===== src/pkg/urap_pkg.sv =====
// constants and types of the serial register access port
//
// Summary of operation
// - each character is a start bit, eight data bits, a stop bit, no parity.
// - the port resets to 9600 bit/s, then takes the rate chosen by baud_sel while idle.
// - the port also runs at 115200, 921600 and 3000000 bit/s.
// - every command and every response is exactly five bytes long.
// - a gap of more than one second between bytes drops the partial command.
// - byte one is flag and 7-bit address; four data bytes follow, MSB first.
// - a set flag writes the 32-bit payload, except at 0x00 where it is dropped; a clear flag reads and ignores it.
// - a read answers with the address byte, then the register word, MSB first.
// - a write answers with flag, address and data laid out as the command.
// - a selector written at 0x01 chooses the id word read back at 0x00.
// - register accesses other than 0x00 and 0x01 go through the shared arbiter.
`default_nettype none
package urap_pkg;
  localparam int unsigned CLK_HZ = 50_000_000;
  localparam int unsigned BAUD_DEFAULT = 9600;
  localparam int unsigned BAUD_MID = 115200;
  localparam int unsigned BAUD_FAST = 921600;
  localparam int unsigned BAUD_MAX = 3_000_000;
  // bit periods rounded to the nearest clock count
  localparam int unsigned DIV_DEFAULT =
    (CLK_HZ + BAUD_DEFAULT / 2) / BAUD_DEFAULT;
  localparam logic [12:0] DIV_MID = 13'((CLK_HZ + BAUD_MID / 2) / BAUD_MID);
  localparam logic [12:0] DIV_FAST = 13'((CLK_HZ + BAUD_FAST / 2) / BAUD_FAST);
  localparam logic [12:0] DIV_MAX = 13'((CLK_HZ + BAUD_MAX / 2) / BAUD_MAX);
  // rate select codes
  localparam logic [1:0] RATE_DEFAULT = 2'h0;
  localparam logic [1:0] RATE_MID = 2'h1;
  localparam logic [1:0] RATE_FAST = 2'h2;
  localparam logic [1:0] RATE_MAX = 2'h3;
  // inactivity limit
  localparam int unsigned TIMEOUT_MS = 1000;
  localparam int unsigned TIMEOUT_CYC = CLK_HZ / 1000 * TIMEOUT_MS;
  // framing
  localparam logic [3:0] STOP_BIT_IDX = 4'h9;
  localparam logic [2:0] LAST_BYTE_IDX = 3'h4;
  localparam logic [2:0] DGRAM_BYTES = 3'h5;
  // locally held addresses
  localparam logic [6:0] ADDR_ID_VALUE = 7'h00;
  localparam logic [6:0] ADDR_ID_SEL = 7'h01;
  localparam logic [31:0] ID_SEL_RESET = 32'h0000_0000;

  typedef struct packed {
    logic write_not_read_flag;
    logic [6:0] addr;
    logic [31:0] data;
  } urap_dgram_type;

  typedef struct packed {
    logic valid;
    logic we;
    logic [6:0] addr;
    logic [31:0] wdata;
  } urap_req_type;

  typedef enum logic [1:0] {
    ST_COLLECT,
    ST_ACCESS,
    ST_WAIT_RD,
    ST_RESPOND
  } urap_state_type;
endpackage : urap_pkg
`default_nettype wire


===== src/rtl/urap_top.sv =====
// serial register access port: uart, five-byte protocol, arbiter request
`default_nettype none
module urap_top #(
  parameter int unsigned DIV_DEFAULT_CYC = urap_pkg::DIV_DEFAULT,
  parameter int unsigned TIMEOUT_CYC = urap_pkg::TIMEOUT_CYC
) (
  // clock and reset
  input wire logic core_clk,
  input wire logic rst_b,
  // line rate choice, taken while the port is idle
  input wire logic [1:0] baud_sel,
  // serial line
  input wire logic reg_port_serial_in,
  output logic reg_port_serial_out,
  // arbiter port
  output urap_pkg::urap_req_type arb_req,
  input wire logic arb_gnt,
  input wire logic arb_rvalid,
  input wire logic [31:0] arb_rdata,
  // chip id selection
  output logic [31:0] chip_id_selector,
  input wire logic [31:0] chip_id_value
);
  localparam logic [12:0] DIV0 = 13'(DIV_DEFAULT_CYC);
  localparam logic [25:0] TO_LAST = 26'(TIMEOUT_CYC - 1);

  logic [1:0] rate_q;
  logic rx_busy_q, rx_prev_q, rx_valid_q;
  logic [12:0] rx_cnt_q;
  logic [3:0] rx_bit_q;
  logic [7:0] rx_sh_q;
  logic tx_busy_q, tx_line_q;
  logic [12:0] tx_cnt_q;
  logic [3:0] tx_bit_q;
  logic [8:0] tx_sh_q;
  urap_pkg::urap_state_type st_q;
  urap_pkg::urap_dgram_type dg_q, resp_q;
  logic [2:0] byte_cnt_q, tx_idx_q;
  logic [25:0] to_q;
  logic [31:0] sel_q;

  // bit period for the chosen rate
  logic [12:0] div_w;
  assign div_w = (rate_q == urap_pkg::RATE_MID) ? urap_pkg::DIV_MID :
                 (rate_q == urap_pkg::RATE_FAST) ? urap_pkg::DIV_FAST :
                 (rate_q == urap_pkg::RATE_MAX) ? urap_pkg::DIV_MAX : DIV0;
  logic [12:0] half_w;
  assign half_w = {1'b0, div_w[12:1]};
  logic port_idle_w;
  assign port_idle_w = !rx_busy_q && !tx_busy_q && st_q == urap_pkg::ST_COLLECT
                       && byte_cnt_q == 3'h0;

  // rate only changes between commands so no character is cut in half
  always_ff @(posedge core_clk or negedge rst_b) begin
    if (!rst_b) begin
      rate_q <= urap_pkg::RATE_DEFAULT;
    end else if (port_idle_w) begin
      rate_q <= baud_sel;
    end
  end

  // receiver: falling edge, middle of start bit, then one sample per bit
  logic rx_fall_w, rx_tick_w;
  assign rx_fall_w = !rx_busy_q && rx_prev_q && !reg_port_serial_in;
  assign rx_tick_w = rx_busy_q && rx_cnt_q == 13'h0000;
  always_ff @(posedge core_clk or negedge rst_b) begin
    if (!rst_b) begin
      rx_busy_q <= 1'b0;
      rx_prev_q <= 1'b1;
      rx_valid_q <= 1'b0;
      rx_cnt_q <= 13'h0000;
      rx_bit_q <= 4'h0;
      rx_sh_q <= 8'h00;
    end else begin
      rx_prev_q <= reg_port_serial_in;
      rx_valid_q <= 1'b0;
      if (rx_fall_w) begin
        rx_busy_q <= 1'b1;
        rx_cnt_q <= half_w;
        rx_bit_q <= 4'h0;
      end else if (rx_tick_w) begin
        rx_cnt_q <= div_w - 13'h0001;
        rx_bit_q <= rx_bit_q + 4'h1;
        if (rx_bit_q == 4'h0 && reg_port_serial_in) begin
          rx_busy_q <= 1'b0; // glitch, not a start bit
        end else if (rx_bit_q == urap_pkg::STOP_BIT_IDX) begin
          rx_busy_q <= 1'b0;
          rx_valid_q <= reg_port_serial_in; // bad stop bit drops byte
        end else if (rx_bit_q != 4'h0) begin
          rx_sh_q <= {reg_port_serial_in, rx_sh_q[7:1]}; // lsb first
        end
      end else if (rx_busy_q) begin
        rx_cnt_q <= rx_cnt_q - 13'h0001;
      end
    end
  end

  // transmitter: start bit, eight data bits, stop bit
  logic tx_load_w, tx_tick_w;
  assign tx_load_w = st_q == urap_pkg::ST_RESPOND && !tx_busy_q
                     && tx_idx_q != urap_pkg::DGRAM_BYTES;
  assign tx_tick_w = tx_busy_q && tx_cnt_q == 13'h0000;
  always_ff @(posedge core_clk or negedge rst_b) begin
    if (!rst_b) begin
      tx_busy_q <= 1'b0;
      tx_line_q <= 1'b1;
      tx_cnt_q <= 13'h0000;
      tx_bit_q <= 4'h0;
      tx_sh_q <= 9'h1FF;
    end else if (tx_load_w) begin
      tx_busy_q <= 1'b1;
      tx_line_q <= 1'b0; // start bit
      tx_sh_q <= {1'b1, resp_q[39:32]}; // stop bit above the data
      tx_cnt_q <= div_w - 13'h0001;
      tx_bit_q <= 4'h0;
    end else if (tx_tick_w) begin
      tx_cnt_q <= div_w - 13'h0001;
      if (tx_bit_q == urap_pkg::STOP_BIT_IDX) begin
        tx_busy_q <= 1'b0;
      end else begin
        tx_line_q <= tx_sh_q[0];
        tx_sh_q <= {1'b1, tx_sh_q[8:1]};
        tx_bit_q <= tx_bit_q + 4'h1;
      end
    end else if (tx_busy_q) begin
      tx_cnt_q <= tx_cnt_q - 13'h0001;
    end
  end
  assign reg_port_serial_out = tx_line_q;

  // decode of the collected command
  logic local_w, timeout_w;
  assign local_w = dg_q.addr == urap_pkg::ADDR_ID_VALUE
                   || dg_q.addr == urap_pkg::ADDR_ID_SEL;
  assign timeout_w = st_q == urap_pkg::ST_COLLECT && byte_cnt_q != 3'h0
                     && to_q == TO_LAST && !rx_valid_q;
  // request stays up and stable until the arbiter grants it
  assign arb_req = {st_q == urap_pkg::ST_ACCESS && !local_w,
                    dg_q}; // flag, address and payload as received
  assign chip_id_selector = sel_q;

  // local read data: selector or the id word it picks
  logic [31:0] local_rd_w;
  assign local_rd_w = (dg_q.addr == urap_pkg::ADDR_ID_SEL) ? sel_q
                      : chip_id_value;

  // inactivity counter, restarted by every received byte
  always_ff @(posedge core_clk or negedge rst_b) begin
    if (!rst_b) begin
      to_q <= 26'h0000000;
    end else if (rx_valid_q || byte_cnt_q == 3'h0) begin
      to_q <= 26'h0000000;
    end else if (to_q != TO_LAST) begin
      to_q <= to_q + 26'h0000001;
    end
  end

  // protocol handler
  always_ff @(posedge core_clk or negedge rst_b) begin
    if (!rst_b) begin
      st_q <= urap_pkg::ST_COLLECT;
      dg_q <= '0;
      resp_q <= '0;
      byte_cnt_q <= 3'h0;
      tx_idx_q <= 3'h0;
      sel_q <= urap_pkg::ID_SEL_RESET;
    end else begin
      unique case (st_q)
        urap_pkg::ST_COLLECT: begin
          if (rx_valid_q) begin
            dg_q <= {dg_q[31:0], rx_sh_q}; // first byte ends on top
            if (byte_cnt_q == urap_pkg::LAST_BYTE_IDX) begin
              byte_cnt_q <= 3'h0;
              st_q <= urap_pkg::ST_ACCESS;
            end else begin
              byte_cnt_q <= byte_cnt_q + 3'h1;
            end
          end else if (timeout_w) begin
            byte_cnt_q <= 3'h0; // partial command dropped
          end
        end
        urap_pkg::ST_ACCESS: begin
          tx_idx_q <= 3'h0;
          if (local_w) begin
            st_q <= urap_pkg::ST_RESPOND;
            if (dg_q.write_not_read_flag) begin
              resp_q <= dg_q;
              if (dg_q.addr == urap_pkg::ADDR_ID_SEL) begin
                sel_q <= dg_q.data;
              end
            end else begin
              resp_q <= {1'b0, dg_q.addr, local_rd_w};
            end
          end else if (arb_gnt) begin
            if (dg_q.write_not_read_flag) begin
              resp_q <= dg_q;
              st_q <= urap_pkg::ST_RESPOND;
            end else begin
              st_q <= urap_pkg::ST_WAIT_RD;
            end
          end
        end
        urap_pkg::ST_WAIT_RD: begin
          if (arb_rvalid) begin
            resp_q <= {1'b0, dg_q.addr, arb_rdata};
            st_q <= urap_pkg::ST_RESPOND;
          end
        end
        urap_pkg::ST_RESPOND: begin
          if (tx_load_w) begin
            resp_q <= {resp_q[31:0], 8'h00}; // msb byte first
            tx_idx_q <= tx_idx_q + 3'h1;
          end else if (!tx_busy_q && tx_idx_q == urap_pkg::DGRAM_BYTES) begin
            st_q <= urap_pkg::ST_COLLECT;
          end
        end
      endcase
    end
  end
endmodule : urap_top
`default_nettype wire


===== config.mk =====
export PLATFORM = sky130hd
export DESIGN_NAME = urap_top
export DESIGN_NICKNAME = d
export VERILOG_FILES = /design/src/pkg/urap_pkg.sv /design/src/rtl/urap_top.sv
export SDC_FILE = /design/constraint.sdc
export NUM_CORES = 1
export LEC_CHECK = 0
export ABC_AREA = 1
export BUFFER_PORTS_ARGS = -buffer_cell sky130_fd_sc_hd__buf_2
export CAP_MARGIN = 25
export CORE_MARGIN = 2
export CORE_UTILIZATION = 60
export CTS_BUF_LIST = sky130_fd_sc_hd__clkbuf_8
export CTS_CLUSTER_SIZE = 14
export DETAILED_ROUTE_END_ITERATION = 16
export PLACE_DENSITY = 0.93
export SLEW_MARGIN = 25
export SYNTH_ARGS = -nofsm -noshare
export SYNTH_HDL_FRONTEND = slang
export SYNTH_SLANG_ARGS = --single-unit

===== constraint.sdc =====
create_clock -name core_clk -period 2.15 [get_ports core_clk]
set_input_delay 0.43 -clock core_clk [delete_from_list [all_inputs] [get_ports core_clk]]
set_output_delay 0.43 -clock core_clk [all_outputs]
set_load 0.01 [all_outputs]

-- Yosys cells after proc, flatten, opt, wreduce, memory -nomap -nowiden
Cells that the tools add are included.
- register bits: 204
- latch bits: 0
- memory bits (writable): 0
- ROM bits: 0
- bits of input ports: 71
- output and inout bits: 74
- logic and storage cells: 162
- memories: 0
- add/subtract/negate cells: 8
- multipliers: 0
- div/mod/pow operators: 0
- $lt $le $gt $ge: 0
- eq/ne operators: 23
- shift operators: 0
- muxes and demuxes: 55
- bitwise gates (word level): 3
- reductions and logical operators: 50
- operator list (operator ; number):
    40-bit 2-to-1 mux ; 6
    40-bit one-hot mux with 3 select lines ; 1
    13-bit 2-to-1 mux ; 9
    26-bit 2-to-1 mux ; 2
    13-bit by 1-bit subtractor with 13-bit output (second input constant) ; 3
    32-bit 2-to-1 mux ; 1
    9-bit 2-to-1 mux ; 3
    26-bit by 1-bit adder with 26-bit output (second input constant) ; 1
    26-bit equality test (second input constant) ; 1
    13-bit zero test ; 2
    26-bit != test (second input constant) ; 1
    4-bit 2-to-1 mux ; 5
    1-bit logical AND ; 15
    1-bit 2-to-1 mux ; 15
    3-bit nonzero test ; 5
    2-bit 2-to-1 mux ; 7
    3-bit 2-to-1 mux ; 4
    2-bit AND reduction ; 6
    2-bit nonzero test ; 6
    2-bit != test (second input constant) ; 5
    5-bit AND reduction ; 2
    3-bit != test (second input constant) ; 3
    4-bit by 1-bit adder with 4-bit output (second input constant) ; 2
    2-bit equality test (second input constant) ; 4
    other kinds (18) ; 30

-- Longest topological paths before layout
- depth in word-level cells: 7
- gate-level depth with buffers: 11
- mapped depth without buffers: 11

-- Worst setup path before layout
No wires, ideal clock.
- path type: register -> register
- from: register rx_cnt_q[0]
- to: register rx_sh_q[7]
- library setup time: 0.120 ns
- data arrival time: 1.565 ns
- data required time: 2.030 ns
- path slack: 0.465 ns
- stages on the path, launching flop included: 11
- path buffers: 1
- clock period less this slack: 1.685 ns
- path through: dfrtp_1 -> inv_1 -> ha_1 -> nand3_1 -> nor2_2 -> nand3_2 -> inv_2 -> nand3_4 -> buf_6 -> o21ai_0 -> inv_1
- longest elaborated chain between the ends: 3
- RTL lines (element ; RTL line ; text):
    start: declaration ; urap_top.sv:29 ; logic [12:0] rx_cnt_q;
    start signal: assignment ; urap_top.sv:79 ; rx_cnt_q <= half_w;
    start signal: assignment ; urap_top.sv:82 ; rx_cnt_q <= div_w - 13'h0001;
    start signal: assignment ; urap_top.sv:93 ; rx_cnt_q <= rx_cnt_q - 13'h0001;
    13-bit zero test ; urap_top.sv:65 ; assign rx_tick_w = rx_busy_q && rx_cnt_q == 13'h0000;
    1-bit logical AND ; urap_top.sv:65 ;
    5-bit AND reduction (no source line) ; -- ;
    end signal: assignment ; urap_top.sv:90 ; rx_sh_q <= {reg_port_serial_in, rx_sh_q[7:1]};
    end: declaration ; urap_top.sv:31 ; logic [7:0] rx_sh_q;
Every way passes these cells.
A chain may end at the register's enable or synchronous reset.

==> results.txt <==
status -> finished clean
worst r2r dst -> resp_q[17]
CTS clk-pin slew, worst paths -> 70 ps
ys flop type -> dfrtp_1
Syn. warnings -> 0
PnR Total Power -> 7.75 mW
layout cells sized above 1 -> 16.2%
Synth top area share -> 43.3%
top post-synthesis cells by count -> 506 x nand2_1, 193 x dfrtp_1, 188 x inv_1, 129 x nand3_1, 127 x o21ai_0
Critical Path Max Stage Delay -> 430 ps
DR iter-0 viols -> 1,433
Top delay family on crit path -> flip-flops
first-pass GRT wire length -> 52,400 um
Hold Path Cell Cnt -> 1
largest net degree at the start of global routing -> 84
H-Tree Depth -> 2
P_leak -> 6.96 nW
Die W -> 140 um
FILL cells -> 1,263
post-synthesis sequential area ratio -> 45.6%
number of buffers added for setup after CTS -> 0
Hold Path End -> rx_prev_q
Cell Chain, Critical Path -> inv_1 > ha_2 > nand2_1 > inv_1 > buf_2
Vias -> 11,200
post-synthesis mux area share -> 0%
Crit Path Class -> reg2out
top post-synthesis cells by area -> dfrtp_1 43%, nand2_1 17%, inv_1 6.3%
Area Overhead vs Synth -> 15.6%
Crit. End Element -> output port
antenna viol nets, final -> 0
Max Clock Skew -> 16.8 ps
Die Y -> 140 um
Power Dens Cells -> 601 mW/mm2
flops & latches, synth -> 203
I/O pins -> 145
mean routed wirelength per cell -> 16.7 um
total CTS buffers -> 35
compound-cell area share of the yosys netlist -> 11.3%
design area -> 0.0129 mm2
FF/Latch Area -> 0.00509 mm2
Least-Margin Pin Slew -> 609 ps
cell type with the largest total area after synthesis -> dfrtp_1
worst hold slack -> 46.5 ps
die footprint -> 0.0197 mm2
worst r2r src -> tx_idx_q[0]
number of cells on the worst reg-to-reg path -> 9
max-cap violations -> 0
syn nets -> 1,611
CORE AREA -> 0.0181 mm2
mapped cell area -> 0.0112 mm2
WP buf/inv -> 3
Total Wirelength -> 32,100 um
mean post-synth cell area -> 7.36 um2
fin. max-slew vios -> 0
CTS Buffer Depth -> 3
simple-gate share of the synthesized area -> 30.1%
final setup vio count -> 0
Via density -> 5.80
main combinational cell family by area after synthesis -> simple AND/OR/NAND/NOR gates
CTS Root Cell -> clkbuf_8
Netlist cell types -> 39
Synth Area in Adders -> 2.58%
drc violations -> 0
Worst-Skew Late Latency -> 530 ps
port buffer count -> 144
setup ws final -> 81.0 ps
DR pass1 iterations -> 6
Core Rows -> 49
asr flop ratio synth -> 100%
grt total ovfl -> 0
most common cell in the synthesized netlist -> nand2_1
area occupied by multi-input gates -> 0.00509 mm2
DP HPWL -> 21,700 um
Crit-path slowest cell -> dfrtp_1
Post-synth EDFFs -> 0
GR Util All Layers -> 32.7%
Final Cycle Share -> 96.2%
CTS sink count -> 203
Startpoint Class -> flip-flop
CTS tree -> built
final hold violation count -> 0
cells after synthesis -> 1,517
Hold Crit Class -> in2reg
max frequency -> 483 MHz
WP data arrival -> 1640 ps
cell seen most often among critical-path stages -> inv_1
setup TNS -> 0 ps
GPL Wtd Cong -> 0.948
# nets final -> 1,761
dpl cell area -> 0.0122 mm2
worst reg-to-reg setup slack -> 140 ps
hold wc startpoint -> reg_port_serial_in
post-synthesis xor/xnor area fraction -> 1.26%
Max-slew headroom -> 59.4%
RSZ-0062 raised after global routing -> false
critical path required time -> 1720 ps
initial antenna violation count -> 3
setup slack at placement -> 175 ps
Initial Util -> 61.7%
worst-path maximum fanout -> 6
VDD IR max -> 536 uV
Final min period -> 2070 ps
vias in the first global route -> 10,800
worst register-to-register path, delay by kind of cell, from the launching register on:
family,cells,cell delay (ps)
buffers and inverters,1,280
AOI/OAI and AO/OA,1,210
DFF,1,410
and+or+nand+nor,6,840
adders and majority gates,1,200
layer usage:
| metal | up-vias | GRT usage [%] | share of wire, % |
|---|---|---|---|
| met2 | 740 | 52.2 | 47 |
| met4 | 2 | 15.6 | 4.5 |
| met5 | - | 0 | 0.037 |
| met1 | 5165 | 42.8 | 38 |
| met3 | 139 | 7.01 | 10 |
| li1 | 5115 | - | - |
worst max path at each step:
stage / from / endpoint / cells past startpoint
5_1_grt: rx_cnt_q[0] / rx_sh_q[0] / 9
6_report: st_q[1] / arb_req[40] / 5
3_3_place_gp: st_q[1] / resp_q[7] / 8
4_1_cts: st_q[1] / arb_req[40] / 5
2_1_floorplan: rx_cnt_q[0] / rx_sh_q[7] / 10
3_5_place_dp: st_q[1] / resp_q[13] / 8
per-stage QoR:
step	util, %	cells
after floorplan	-	1517
after global placement	67.2	1858
after detailed placement	67.2	1858
after CTS	71.1	1921
after global routing	71.3	1923
final	71.3	1923
cell families after synthesis:
kind of cell,Yosys count
and+or+nand+nor,800
DFF,203
adders and majority gates,23
xor gates and xnor gates,16
buffers and inverters,251
AOI/OAI and AO/OA,224
power breakdown:
part           internal, mW  switching [mW]
Clock                  1.91            1.62
Combinational         0.125           0.208
Sequential             3.85          0.0363
flip-flops by register name (all words and copies together) (netlist names):
signal and count:
tx_sh_q 8, resp_q 40, chip_id_selector 32, rx_sh_q 8, rate_q 2, rx_cnt_q 13
rx_bit_q 4, reg_port_serial_out 1, arb_req 40, tx_cnt_q 13, rx_busy_q 1, to_q 26
rx_valid_q 1, tx_bit_q 4, tx_busy_q 1, rx_prev_q 1, byte_cnt_q 3, tx_idx_q 3
st_q 2
area by class of cell:
class,count,share of cell area [%]
sequential,203,39.5
antenna,2,0.0388
tap,229,2.22
clock buffer,46,4.91
multi-input combinational,1063,39.4
timing repair buffer,174,7.84
inverter,190,5.55
clock inverter,16,0.514
placed cells by master, fill, tap and decap left out, drive strengths merged, types with 4 or more instances in the layout:
cell type,instances
a31oi,4
a21oi,51
nand2,509
nand3,133
nand4,13
or2,6
o21ai,140
dfrtp,193
inv,201
ha,23
dfstp,10
xor2,13
clkbuf,47
buf,172
clkinv,5
nor2,116
a22o,24
nor3,20
what timing repair did:
item,4_1_cts,5_1_grt
endpoints found under the hold margin,52,0
resized for setup,0,10
hold buffers,1,0
endpoints found under the setup margin,0,23
Note: power is estimated with default switching activity, not from simulation.
